File: config.mk
export PLATFORM = sky130hd
export DESIGN_NAME = t2crc_top
export DESIGN_NICKNAME = d
export VERILOG_FILES = /design/src/design/t2crc_sync.v /design/src/design/t2crc_tick.v /design/src/design/t2crc_top.v
export VERILOG_INCLUDE_DIRS = /design/src /design/src/design
export SDC_FILE = /design/constraint.sdc
export NUM_CORES = 1
export LEC_CHECK = 0
export CAP_MARGIN = 20
export CORE_UTILIZATION = 45
export DETAILED_ROUTE_END_ITERATION = 6
export DONT_BUFFER_PORTS = 1
export PLACE_DENSITY_LB_ADDON = 0.05
export REMOVE_ABC_BUFFERS = 1
export SETUP_SLACK_MARGIN = 0.4
export SLEW_MARGIN = 30
export SYNTH_ARGS = -nofsm -noshare
export SYNTH_HDL_FRONTEND = slang
export SYNTH_SLANG_ARGS = --single-unit
File: constraint.sdc
create_clock -name clock -period 3 [get_ports clock]
set_clock_uncertainty 0.2 [all_clocks]
set_input_delay 0.6 -clock clock [delete_from_list [all_inputs] [get_ports clock]]
set_output_delay 0.6 -clock clock [all_outputs]
set_load 0.02 [all_outputs]
File: src/design/t2crc_defs.vh
// What this block does
// - Sixteen-bit count from machine cycles or pin events.
// - Timer ticks every six or twelve clocks; baud use ticks every one or two.
// - Capture mode overflow sets flag; requests interrupt.
// - Falling pin edge copies count into capture.
// - External capture also sets external flag.
// - Both flags share one interrupt request line.
// - Capture mode never reloads; counting continues.
// - Down-count enable resets clear; pin sets direction.
// - Up count overflows at FFFF, reloads capture.
// - External enable adds falling-edge reload, sets flag.
// - Direction high counts up, reloads at overflow.
// - Direction low counts down, underflow loads FFFF.
// - Up/down mode toggles external flag, no interrupt.
// - Receive clock select picks this timer's overflow.
// - External pin edges ignored when disabled or baud.
// - Transmit clock select picks this timer's overflow.
// - Baud use roll-overs request no interrupt.
`ifndef T2CRC_DEFS_VH
`define T2CRC_DEFS_VH

`define T2CRC_ADDR_W      4
`define T2CRC_OFS_CTRL    4'h0
`define T2CRC_OFS_MODE    4'h4
`define T2CRC_OFS_COUNT   4'h8
`define T2CRC_OFS_CAPT    4'hC

`define T2CRC_SEL_CTRL    3'h0
`define T2CRC_SEL_MODE    3'h1
`define T2CRC_SEL_COUNT   3'h2
`define T2CRC_SEL_CAPT    3'h3
`define T2CRC_SEL_NONE    3'h4

`define T2CRC_B_OVF       7
`define T2CRC_B_EXF       6
`define T2CRC_B_RCLK      5
`define T2CRC_B_TRANSMIT_CLOCK_SELECT      4
`define T2CRC_B_EXEN      3
`define T2CRC_B_RUN       2
`define T2CRC_B_CT        1
`define T2CRC_B_CPRL      0

`define T2CRC_B_DOWN_COUNT_ENABLE      0
`define T2CRC_B_CLKOE     1
`define T2CRC_B_SIXCLK    2
`define T2CRC_B_IRQEN     3

`define T2CRC_CTRL_RST    8'h00
`define T2CRC_MODE_RST    4'h0
`define T2CRC_COUNT_RST   16'h0000
`define T2CRC_CAPT_RST    16'h0000
`define T2CRC_COUNT_MAX   16'hFFFF

`define T2CRC_DIV_12CLK   4'hC
`define T2CRC_DIV_6CLK    4'h6
`define T2CRC_DIV_BAUD12  4'h2
`define T2CRC_DIV_BAUD6   4'h1

`define T2CRC_RESP_OKAY   2'h0
`define T2CRC_RESP_SLVERR 2'h2

`endif

File: src/design/t2crc_sync.v
`timescale 1ns/1ps
`include "t2crc_defs.vh"

module t2crc_sync #(
  parameter W = 2
) (
  // Clock and reset.
  input  wire         clock,
  input  wire         reset_n,
  // Raw pins.
  input  wire [W-1:0] pin_in,
  // Synchronised level and falling-edge pulse.
  output wire [W-1:0] level,
  output wire [W-1:0] fall
);

  reg [W-1:0] meta_q;
  reg [W-1:0] sync_q;
  reg [W-1:0] last_q;

  // Two flops, then a third stage for edge detection.
  always @(posedge clock or negedge reset_n) begin
    if (!reset_n) begin
      meta_q <= {W{1'b1}};
      sync_q <= {W{1'b1}};
      last_q <= {W{1'b1}};
    end else begin
      meta_q <= pin_in;
      sync_q <= meta_q;
      last_q <= sync_q;
    end
  end

  assign level = sync_q;
  assign fall  = last_q & ~sync_q;

endmodule

File: src/design/t2crc_tick.v
`timescale 1ns/1ps
`include "t2crc_defs.vh"

module t2crc_tick (
  // Clock and reset.
  input  wire       clock,
  input  wire       reset_n,
  // Division ratio in clocks per tick.
  input  wire [3:0] div,
  // One-cycle tick.
  output reg        tick_q
);

  reg  [3:0] cnt_q;
  wire       wrap;

  assign wrap = (cnt_q >= div - 4'h1);

  // Free-running divider; the tick marks one machine cycle, or one or two clocks in baud use.
  always @(posedge clock or negedge reset_n) begin
    if (!reset_n) begin
      cnt_q  <= 4'h0;
      tick_q <= 1'b0;
    end else begin
      cnt_q  <= wrap ? 4'h0 : cnt_q + 4'h1;
      tick_q <= wrap;
    end
  end

endmodule

File: src/design/t2crc_top.v
`timescale 1ns/1ps
`include "t2crc_defs.vh"

module t2crc_top (
  // Clock and reset.
  input  wire                     clock,
  input  wire                     reset_n,
  // AXI4-Lite write address.
  input  wire                     s_axi_awvalid,
  output reg                      s_axi_awready,
  input  wire [`T2CRC_ADDR_W-1:0] s_axi_awaddr,
  // AXI4-Lite write data.
  input  wire                     s_axi_wvalid,
  output reg                      s_axi_wready,
  input  wire [31:0]              s_axi_wdata,
  input  wire [3:0]               s_axi_wstrb,
  // AXI4-Lite write response.
  output reg                      s_axi_bvalid,
  input  wire                     s_axi_bready,
  output reg  [1:0]               s_axi_bresp,
  // AXI4-Lite read address.
  input  wire                     s_axi_arvalid,
  output reg                      s_axi_arready,
  input  wire [`T2CRC_ADDR_W-1:0] s_axi_araddr,
  // AXI4-Lite read data.
  output reg                      s_axi_rvalid,
  input  wire                     s_axi_rready,
  output reg  [31:0]              s_axi_rdata,
  output reg  [1:0]               s_axi_rresp,
  // External pins.
  input  wire                     count_input_pin,
  input  wire                     capture_direction_pin,
  // Serial port clocking.
  input  wire                     other_timer_overflow,
  output reg                      rx_baud_pulse_q,
  output reg                      tx_baud_pulse_q,
  // Timer interrupt request.
  output reg                      timer_irq_q
);

  //////////////////////////////////////////////////////////////////////////////

  function [2:0] t2crc_sel;
    input [`T2CRC_ADDR_W-1:0] a;
    begin
      case (a)
        `T2CRC_OFS_CTRL:  t2crc_sel = `T2CRC_SEL_CTRL;
        `T2CRC_OFS_MODE:  t2crc_sel = `T2CRC_SEL_MODE;
        `T2CRC_OFS_COUNT: t2crc_sel = `T2CRC_SEL_COUNT;
        `T2CRC_OFS_CAPT:  t2crc_sel = `T2CRC_SEL_CAPT;
        default:          t2crc_sel = `T2CRC_SEL_NONE;
      endcase
    end
  endfunction

  reg  [7:0]               ctrl_q;
  reg  [3:0]               mode_q;
  reg  [15:0]              count_q;
  reg  [15:0]              capt_q;
  reg                      aw_full_q;
  reg                      w_full_q;
  reg  [`T2CRC_ADDR_W-1:0] awaddr_q;
  reg  [31:0]              wdata_q;
  reg  [3:0]               wstrb_q;
  wire [1:0]               pin_level;
  wire [1:0]               pin_fall;
  wire                     mc_tick;
  reg  [3:0]               div;
  wire                     baud;
  wire                     cap_mode;
  wire                     down_count_enable;
  wire                     ext_edge;
  wire                     ext_cap;
  wire                     ext_load;
  wire                     count_evt;
  wire                     step;
  wire                     go_down;
  wire                     at_max;
  wire                     at_capt;
  wire                     roll_up;
  wire                     roll_down;
  wire                     roll;
  wire [2:0]               wsel;
  wire                     do_write;
  wire                     wr_ctrl;
  wire                     wr_mode;
  wire                     wr_cnt;
  wire                     wr_capt;

  //////////////////////////////////////////////////////////////////////////////

  t2crc_sync #(
    .W (2)
  ) u_sync (
    .clock   (clock),
    .reset_n (reset_n),
    .pin_in  ({capture_direction_pin, count_input_pin}),
    .level   (pin_level),
    .fall    (pin_fall)
  );

  // Baud use runs faster than the machine-cycle rate.
  always @* begin
    if (baud)
      div = mode_q[`T2CRC_B_SIXCLK] ? `T2CRC_DIV_BAUD6 : `T2CRC_DIV_BAUD12;
    else
      div = mode_q[`T2CRC_B_SIXCLK] ? `T2CRC_DIV_6CLK : `T2CRC_DIV_12CLK;
  end

  t2crc_tick u_tick (
    .clock   (clock),
    .reset_n (reset_n),
    .div     (div),
    .tick_q  (mc_tick)
  );

  //////////////////////////////////////////////////////////////////////////////

  assign baud      = ctrl_q[`T2CRC_B_RCLK] | ctrl_q[`T2CRC_B_TRANSMIT_CLOCK_SELECT];
  assign cap_mode  = ctrl_q[`T2CRC_B_CPRL] & ~baud;
  assign down_count_enable      = mode_q[`T2CRC_B_DOWN_COUNT_ENABLE] & ~cap_mode & ~baud;
  assign ext_edge  = ctrl_q[`T2CRC_B_EXEN] & ~baud & pin_fall[1];
  assign ext_cap   = ext_edge & cap_mode;
  assign ext_load  = ext_edge & ~cap_mode & ~down_count_enable;
  assign count_evt = ctrl_q[`T2CRC_B_CT] ? pin_fall[0] : mc_tick;
  assign step      = ctrl_q[`T2CRC_B_RUN] & count_evt;
  assign go_down   = down_count_enable & ~pin_level[1];
  assign at_max    = (count_q == `T2CRC_COUNT_MAX);
  assign at_capt   = (count_q == capt_q);
  assign roll_up   = step & ~go_down & at_max;
  assign roll_down = step & go_down & at_capt;
  assign roll      = roll_up | roll_down;

  assign wsel     = t2crc_sel(awaddr_q);
  assign do_write = aw_full_q & w_full_q & ~s_axi_bvalid;
  assign wr_ctrl  = do_write & (wsel == `T2CRC_SEL_CTRL) & wstrb_q[0];
  assign wr_mode  = do_write & (wsel == `T2CRC_SEL_MODE) & wstrb_q[0];
  assign wr_cnt   = do_write & (wsel == `T2CRC_SEL_COUNT);
  assign wr_capt  = do_write & (wsel == `T2CRC_SEL_CAPT);

  //////////////////////////////////////////////////////////////////////////////

  reg [15:0] count_d;
  reg [15:0] capt_d;
  reg [7:0]  ctrl_d;

  // Count register.
  always @* begin
    count_d = count_q;
    if (step) begin
      if (go_down)
        count_d = at_capt ? `T2CRC_COUNT_MAX : count_q - 16'h0001;
      else if (at_max)
        count_d = cap_mode ? 16'h0000 : capt_q;
      else
        count_d = count_q + 16'h0001;
    end
    if (ext_load)
      count_d = capt_q;
    if (wr_cnt) begin
      if (wstrb_q[0])
        count_d[7:0] = wdata_q[7:0];
      if (wstrb_q[1])
        count_d[15:8] = wdata_q[15:8];
    end
  end

  // Capture register; a hardware capture wins over a software write.
  always @* begin
    capt_d = capt_q;
    if (wr_capt) begin
      if (wstrb_q[0])
        capt_d[7:0] = wdata_q[7:0];
      if (wstrb_q[1])
        capt_d[15:8] = wdata_q[15:8];
    end
    if (ext_cap)
      capt_d = count_q;
  end

  // Control register; hardware set wins over a software clear.
  always @* begin
    ctrl_d = ctrl_q;
    if (wr_ctrl)
      ctrl_d = wdata_q[7:0];
    if (roll & ~baud)
      ctrl_d[`T2CRC_B_OVF] = 1'b1;
    if (ext_cap | ext_load)
      ctrl_d[`T2CRC_B_EXF] = 1'b1;
    if (down_count_enable & roll)
      ctrl_d[`T2CRC_B_EXF] = ~ctrl_d[`T2CRC_B_EXF];
  end

  always @(posedge clock or negedge reset_n) begin
    if (!reset_n) begin
      ctrl_q  <= `T2CRC_CTRL_RST;
      mode_q  <= `T2CRC_MODE_RST;
      count_q <= `T2CRC_COUNT_RST;
      capt_q  <= `T2CRC_CAPT_RST;
    end else begin
      ctrl_q  <= ctrl_d;
      count_q <= count_d;
      capt_q  <= capt_d;
      if (wr_mode)
        mode_q <= wdata_q[3:0];
    end
  end

  //////////////////////////////////////////////////////////////////////////////

  wire exf_irq = ctrl_q[`T2CRC_B_EXF] & ~down_count_enable;
  wire irq_d   = mode_q[`T2CRC_B_IRQEN] &
                 (ctrl_q[`T2CRC_B_OVF] | exf_irq);

  // Serial clock pulses and interrupt request.
  always @(posedge clock or negedge reset_n) begin
    if (!reset_n) begin
      rx_baud_pulse_q <= 1'b0;
      tx_baud_pulse_q <= 1'b0;
      timer_irq_q     <= 1'b0;
    end else begin
      rx_baud_pulse_q <= ctrl_q[`T2CRC_B_RCLK] ? roll_up :
                         other_timer_overflow;
      tx_baud_pulse_q <= ctrl_q[`T2CRC_B_TRANSMIT_CLOCK_SELECT] ? roll_up :
                         other_timer_overflow;
      timer_irq_q     <= irq_d;
    end
  end

  //////////////////////////////////////////////////////////////////////////////

  wire aw_take = s_axi_awvalid & s_axi_awready;
  wire w_take  = s_axi_wvalid & s_axi_wready;
  wire aw_full_d = (aw_full_q | aw_take) & ~do_write;
  wire w_full_d  = (w_full_q | w_take) & ~do_write;

  // Write channels.
  always @(posedge clock or negedge reset_n) begin
    if (!reset_n) begin
      aw_full_q     <= 1'b0;
      w_full_q      <= 1'b0;
      awaddr_q      <= {`T2CRC_ADDR_W{1'b0}};
      wdata_q       <= 32'h00000000;
      wstrb_q       <= 4'h0;
      s_axi_awready <= 1'b0;
      s_axi_wready  <= 1'b0;
      s_axi_bvalid  <= 1'b0;
      s_axi_bresp   <= `T2CRC_RESP_OKAY;
    end else begin
      aw_full_q     <= aw_full_d;
      w_full_q      <= w_full_d;
      s_axi_awready <= ~aw_full_d;
      s_axi_wready  <= ~w_full_d;
      if (aw_take)
        awaddr_q <= s_axi_awaddr;
      if (w_take) begin
        wdata_q <= s_axi_wdata;
        wstrb_q <= s_axi_wstrb;
      end
      if (do_write) begin
        s_axi_bvalid <= 1'b1;
        s_axi_bresp  <= (wsel == `T2CRC_SEL_NONE) ? `T2CRC_RESP_SLVERR :
                        `T2CRC_RESP_OKAY;
      end else if (s_axi_bready)
        s_axi_bvalid <= 1'b0;
    end
  end

  //////////////////////////////////////////////////////////////////////////////

  wire       ar_take = s_axi_arvalid & s_axi_arready;
  wire [2:0] rsel    = t2crc_sel(s_axi_araddr);
  reg  [31:0] rd_val;

  always @* begin
    case (rsel)
      `T2CRC_SEL_CTRL:  rd_val = {24'h000000, ctrl_q};
      `T2CRC_SEL_MODE:  rd_val = {28'h0000000, mode_q};
      `T2CRC_SEL_COUNT: rd_val = {16'h0000, count_q};
      `T2CRC_SEL_CAPT:  rd_val = {16'h0000, capt_q};
      default:          rd_val = 32'h00000000;
    endcase
  end

  // Read channels.
  always @(posedge clock or negedge reset_n) begin
    if (!reset_n) begin
      s_axi_arready <= 1'b0;
      s_axi_rvalid  <= 1'b0;
      s_axi_rdata   <= 32'h00000000;
      s_axi_rresp   <= `T2CRC_RESP_OKAY;
    end else begin
      if (ar_take) begin
        s_axi_arready <= 1'b0;
        s_axi_rvalid  <= 1'b1;
        s_axi_rdata   <= rd_val;
        s_axi_rresp   <= (rsel == `T2CRC_SEL_NONE) ? `T2CRC_RESP_SLVERR :
                         `T2CRC_RESP_OKAY;
      end else if (s_axi_rvalid) begin
        if (s_axi_rready) begin
          s_axi_rvalid  <= 1'b0;
          s_axi_arready <= 1'b1;
        end
      end else
        s_axi_arready <= 1'b1;
    end
  end

endmodule

==> results of run 1 <==
## layer usage
layer / up-vias / part of all wire / track usage
met5: - / 0.00078 / 0
met4: 2 / 0.021 / 0.0946
met3: 33 / 0.063 / 0.0591
met2: 194 / 0.45 / 0.385
met1: 2397 / 0.47 / 0.359
li1: 2250 / - / -
## critical path: stages, from the launching register on
cell	delay [ns]
dfrtp_1	0.49
or4b_4	0.63
nor2_4	0.21
buf_4	0.21
nor3_1	0.08
o21a_1	0.19
nor3_1	0.22
o22ai_1	0.10
## worst min path at each step
stage                                       to  slack [ns]  cells past startpoint    start
global route              count_q[0]$_DFF_PN0_       -0.29                      0  reset_n
CTS                      capt_q[4]$_DFFE_PN0P_       -0.28                      0  reset_n
floorplan                  aw_full_q$_DFF_PN0_        0.10                      0  reset_n
detailed placement  s_axi_rresp[1]$_DFFE_PN0P_        0.11                      0  reset_n
finish              s_axi_rdata[2]$_DFFE_PN0P_       -0.27                      0  reset_n
global placement        s_axi_rvalid$_DFF_PN0_        0.11                      0  reset_n
## what timing repair did
action | in CTS | in global routing
setup buffers | 0 | 2
endpoints found under the hold margin | 105 | 105
resized for setup | 0 | 2
endpoints found under the setup margin | 0 | 10
## where the power goes
group | internal [mW] | total [mW] | leakage, nW | switching, mW
Sequential | 1.91 | 2.62 | 1.31 | 0.716
Clock | 0.568 | 1.12 | 0.128 | 0.551
Combinational | 0.898 | 1.94 | 1.39 | 1.04
## area by class of cell
| class | count | share of cell area |
|---|---|---|
| Multi-Input combinational cell | 472 | 0.472 |
| Sequential cell | 105 | 0.400 |
| Timing Repair Buffer | 39 | 0.0464 |
| Clock buffer | 9 | 0.0342 |
| Tap cell | 172 | 0.0327 |
| Clock inverter | 7 | 0.00817 |
| Inverter | 11 | 0.00627 |
## placed cells by master, fill, tap and decap left out, drive strengths merged, types with 4 or more instances in the layout
cell    Yosys  routed
xnor2       6       6
a22oi       5       5
nor2b       9       9
a21oi      54      54
dfrtp      99      99
a22o        4       4
nand3      11      11
nand2      45      45
nor2       59      59
nand4      10      10
nand2b      5       5
mux2i      28      28
nor3       15      15
and3       11      11
dfstp       6       6
conb        1      18
clkbuf     19       9
buf        36      39
a211oi      7       7
o211ai      5       5
a31oi      11      11
inv        11      13
ha          7       7
o21ai      42      42
mux2       37      37
o22ai       8       8
nand4b      4       4
or3         5       5
nor4        7       7
and4        4       4
xor2       20      20
## sequential cells by signal (all words and copies together) (netlist names), 2 cells and up
register	cells
count_q	16
u_sync.meta_q	2
u_sync.last_q	2
s_axi_rdata	16
awaddr_q	4
ctrl_q	8
u_sync.level	2
wdata_q	16
wstrb_q	2
capt_q	16
mode_q	4
u_tick.cnt_q	4
## kinds of logic (layout without fill, tap and decap cells)
kind of cell | after synthesis | count (layout)
simple gates | 203 | 203
mux | 65 | 65
buf+inv | 66 | 66
compound gates | 153 | 153
xor+xnor | 26 | 26
other cells | 1 | 18
fa+ha+maj | 7 | 7
flops | 105 | 105
==> summary.txt, run 1 <==
Status
  • Status: finished with violations
  • Failing checks: negative hold slack

Drt
  • Starting DRT DRC Count: 298
  • Routed vias: 4876
  • Routed WL per cell: 20.6 um
  • Post-route ant nets: 0
  • Drt total wl: 16.8 mm
  • Drt first pass iters: 5
  • DRC Markers: 0
  • DR vias/cell: 5.98

Synth
  • Compound-Gate Fraction of Synth Area: 0.152
  • Cell Area, Synth: 6010 um2
  • Avg Inst Size Synth: 9.61 um2
  • Largest family of logic cells by synthesized area: simple AND/OR/NAND/NOR gates
  • Leading area contributor after synthesis: dfrtp_1
  • Yosys top cell area share: 0.412
  • Number of enable flip-flop cells after synthesis: 0
  • Commonest cells in the netlist: 99 x dfrtp_1, 56 x nor2_1, 53 x a21oi_1, 44 x nand2_1, 38 x o21ai_0
  • Area share of fa/ha/maj cells after synthesis: 0.0146
  • Xor/xnor share of the synthesized area: 0.0379
  • Asr flop ratio synth: 1.00
  • YS warnings: 0
  • Synth top area cells: dfrtp_1 41%, mux2_2 6.9%, mux2i_1 4.7%
  • Count leader, synth: dfrtp_1
  • Yosys reg bits: 105
  • Synth unique cells: 64
  • Cells after Synth: 626
  • Multiplexer area fraction after synthesis: 0.116
  • Primary FF master, synth: dfrtp_1
  • Register area share after synthesis: 0.438
  • Synth Area in Simple Gates: 0.183

Cells and area
  • Layout area overhead: 9.44%
  • # diodes: 0
  • Final #Nets: 699
  • Multi-input gate area: 3110 um2
  • Reg area: 2640 um2
  • FILL cells: 1208
  • Core Util, Final: 0.513
  • Cell Count, Final, Fillers Out: 815
  • Post-route cell area: 6580 um2
  • Layout cells sized above 1: 0.180

Global route
  • First-pass GRT wire length: 27.3 mm
  • Initial antenna violation count: 1
  • GRT overflow: 0
  • Pin count of the biggest net entering global routing: 106
  • Vias in the first global route: 4877
  • Gr usage total: 0.256

Place
  • Port bufs: 0
  • Pre-CTS setup slack: 0.495 ns
  • DP Area: 6280 um2
  • Inst Count DP: 797
  • Routability Congestion: 0.934
  • DP Wirelength: 12.0 mm

Floorplan
  • Die X: 118 um
  • IO Pins: 98
  • # rows: 41
  • Core footprint: 12800 um2
  • Die ar.: 13800 um2
  • Chip Height: 118 um
  • Initial core utilization: 0.469

Power and ir drop
  • Worst vdd ir: 0.000646 V
  • PwrDens: 863 nW/um2
  • Power, Total: 5.68 mW
  • Leak: 2.83 nW

Worst setup path
  • Crit path capture: count_q[5]$_DFF_PN0_
  • Setup CP Type: reg -> reg
  • Worst R2R Path Depth: 7
  • Peak fanout along the critical path: 8
  • CP Capture Type: flop
  • Crit path launch: ctrl_q[5]$_DFFE_PN0P_
  • CP Launch Type: flop
  • Reg2reg end: count_q[5]$_DFF_PN0_
  • Worst Path Required: 3.04 ns
  • Origin of the critical flop-to-flop path: ctrl_q[5]$_DFFE_PN0P_
  • Flop2flop setup slack: 0.55 ns
  • WP data arrival: 2.49 ns

Clocking
  • CTS tree: built
  • Num CTS Buffers: 9
  • Root buf cell: clkbuf_16
  • Clock Latency Late Sink: 0.36 ns
  • Clock Path Buffers: 2
  • H-Tree Depth: 3
  • Clock slew at reported path FFs: 0.07 ns
  • Clock sinks: 105

STA
  • Worst Tran Pin Value: 0.535 ns
  • Min Hold Slack: -0.272 ns
  • Final setup margin: 0.550 ns
  • Final min period: 2.45 ns
  • Final Max Tran Viols: 0
  • RSZ-0062 raised after global routing: false
  • Fmax: 408 MHz
  • Final period utilization: 0.817
  • Setup TNS Final: 0 ns
  • Fin. Hold Viols: 105
  • Max-Slew Margin vs Limit: 0.640
  • Final setup viols: 0

Min path
  • Hold crit path type: in -> async

Run
  • Maxcap violations: 0
Note: power is estimated with default switching activity, not from simulation.
==> run 2: changes to the inputs <==
==> constraint.sdc (replaced) <==
create_clock -name clock -period 2.29 [get_ports clock]
set_clock_uncertainty 0.2 [all_clocks]
set_input_delay 0.458 -clock clock [delete_from_list [all_inputs] [get_ports clock]]
set_output_delay 0.458 -clock clock [all_outputs]
set_load 0.02 [all_outputs]
==> summary.txt, run 2 (synthesis results as in run 1) <==
Cells and area
  • Layout cells sized above 1: 0.356
  • Most frequent cells in the layout: 104 x buf_4, 94 x dfrtp_1, 51 x nor2_1, 42 x a21oi_1, 40 x nand2_1
  • # diodes: 0
  • Final #Nets: 797
  • Reg area: 2640 um2
  • Layout area overhead: 30.0%
  • Multi-input gate area: 3450 um2
  • Commonest non-fill, non-tap cell in the layout: buf_4
  • FILL cells: 1121
  • Post-route cell area: 7820 um2

Global route
  • Vias in the first global route: 5256
  • Gr usage total: 0.277
  • Pin count of the biggest net entering global routing: 106
  • First-pass GRT wire length: 29.5 mm
  • GRT overflow: 0
  • Initial antenna violation count: 0

Power and ir drop
  • PwrDens: 1150 nW/um2
  • Switching part of the total power: 0.393
  • Leak: 3.41 nW
  • Net switching power: 3.52 mW
  • P_int: 5.44 mW
  • Power share of the clock group: 0.179
  • Comb pwr share: 0.454
  • Worst vdd ir: 0.000687 V
  • Power, Total: 8.95 mW
  • Sequential share of power: 0.367

Run
  • Maxcap violations: 0

Place
  • Port bufs: 0
  • Pre-CTS setup slack: -0.0330 ns
  • DP Wirelength: 13.8 mm
  • Routability Congestion: 0.938
  • DP Area: 6850 um2

Worst setup path
  • Peak fanout along the critical path: 8
  • Worst Path Required: 2.33 ns
  • Crit-path max cell delay: 0.61 ns
  • Crit-path slowest cell: or4b_4
  • CP top delay family: simple AND/OR/NAND/NOR gates
  • WP data arrival: 2.27 ns
  • Crit path buf inv count: 1
  • Setup CP Type: reg -> reg
  • Worst-path cell chain: or4b_4 -> nor2_4 -> nand2_2 -> buf_8 -> nor3_4 -> a211o_1 -> a21oi_1
  • CP Capture Type: flop
  • CP Launch Type: flop

Floorplan
  • Die X: 118 um
  • Core footprint: 12800 um2
  • Chip Height: 118 um
  • IO Pins: 98
  • Die ar.: 13800 um2
  • # rows: 41
  • Initial core utilization: 0.469

Clocking
  • CTS tree: built
  • Hold-fix buffers, CTS: 4
  • H-Tree Depth: 3
  • Clock Latency Late Sink: 0.36 ns
  • Clock Path Buffers: 2
  • Root buf cell: clkbuf_16
  • Clock slew at reported path FFs: 0.07 ns
  • Num CTS Buffers: 9
  • Clock sinks: 105

STA
  • Fin. Hold Viols: 105
  • Fmax: 448 MHz
  • RSZ-0062 raised after global routing: true
  • Setup TNS Final: 0 ns
  • Final setup margin: 0.0570 ns
  • Final setup viols: 0
  • Min Hold Slack: -0.408 ns
  • Final Max Tran Viols: 0
  • Final min period: 2.23 ns
  • Final period utilization: 0.975

Drt
  • Post-route ant nets: 0
  • Routed WL per cell: 20.6 um
  • Starting DRT DRC Count: 394
  • DR vias/cell: 5.77
  • Routed vias: 5265
  • Drt first pass iters: 6
  • DRC Markers: 0
  • Drt total wl: 18.8 mm

Min path
  • Hold crit path type: in -> async

Status
  • Failing checks: negative hold slack
  • Status: finished with violations
[run 2: changes by cell type in the layout (fill, tap and decap cells not counted), moves of 4 or more]
cell           before  now
a21oi_1            53   42
nor2_4              1    6
o21ai_0            38   31
dfrtp_2             1    5
nand2_1            44   40
dfrtp_1            98   94
dlygate4sd3_1       0    4
nor2_1             56   51
o21ai_1             4    9
buf_6               0   25
a21oi_2             1   11
buf_4              38  104
ha_1                7    3
[run 2: final cells by class]
| type | instances | area share |
|---|---|---|
| clock buffer | 11 | 0.0311 |
| clock inverter | 5 | 0.00784 |
| inverter | 11 | 0.00528 |
| multi-input combinational | 472 | 0.441 |
| sequential | 105 | 0.338 |
| tap | 172 | 0.0275 |
| timing repair buffer | 137 | 0.149 |
[run 2: stage by stage]
stage | instances | utilization
after global placement | 873 | 0.534
final | 913 | 0.609
after floorplan | 588 | -
after CTS | 902 | 0.586
after detailed placement | 873 | 0.534
after global routing | 913 | 0.609
[run 2: timing repair]
item,4_1_cts,5_1_grt
buffers inserted,9,11
endpoints found under the hold margin,109,105
gates resized for setup,60,52
setup endpoints to repair,41,42
pin swaps,24,35
[run 2: per-layer routing]
metal	GRT usage	routed length, um	up-vias
met1	0.392	8770	2584
met2	0.424	8540	207
met5	0	0	-
met3	0.0577	1130	31
li1	-	-	2443
met4	0.0865	370	0
[run 2: path summary, 6_finish.rpt]
path	slack [ns]	end	startpoint	cells past startpoint
worst max-delay path	0.06	count_q[15]$_DFF_PN0_	ctrl_q[5]$_DFFE_PN0P_	7
worst min-delay path	-0.41	timer_irq_q$_DFF_PN0_	reset_n	0
worst max register to register	0.06	count_q[15]$_DFF_PN0_	ctrl_q[5]$_DFFE_PN0P_	7
worst min register to register	0.16	u_sync.level[1]$_DFF_PN1_	u_sync.meta_q[1]$_DFF_PN1_	0
max in group asynchronous	2.06	u_sync.level[1]$_DFF_PN1_	reset_n	0
min in group clock	0.04	s_axi_rvalid$_DFF_PN0_	s_axi_rready	1
[run 2: power groups by stage]
stage                     sequential [mW]  combinational, mW  clock (mW)
after global placement               3.25               3.31           0
after CTS                            3.26               3.75        1.65
after floorplan                      3.25               1.74           0
final                                3.29               4.06        1.60
after detailed placement             3.28               3.35           0
after global routing                 3.39               4.42        1.70
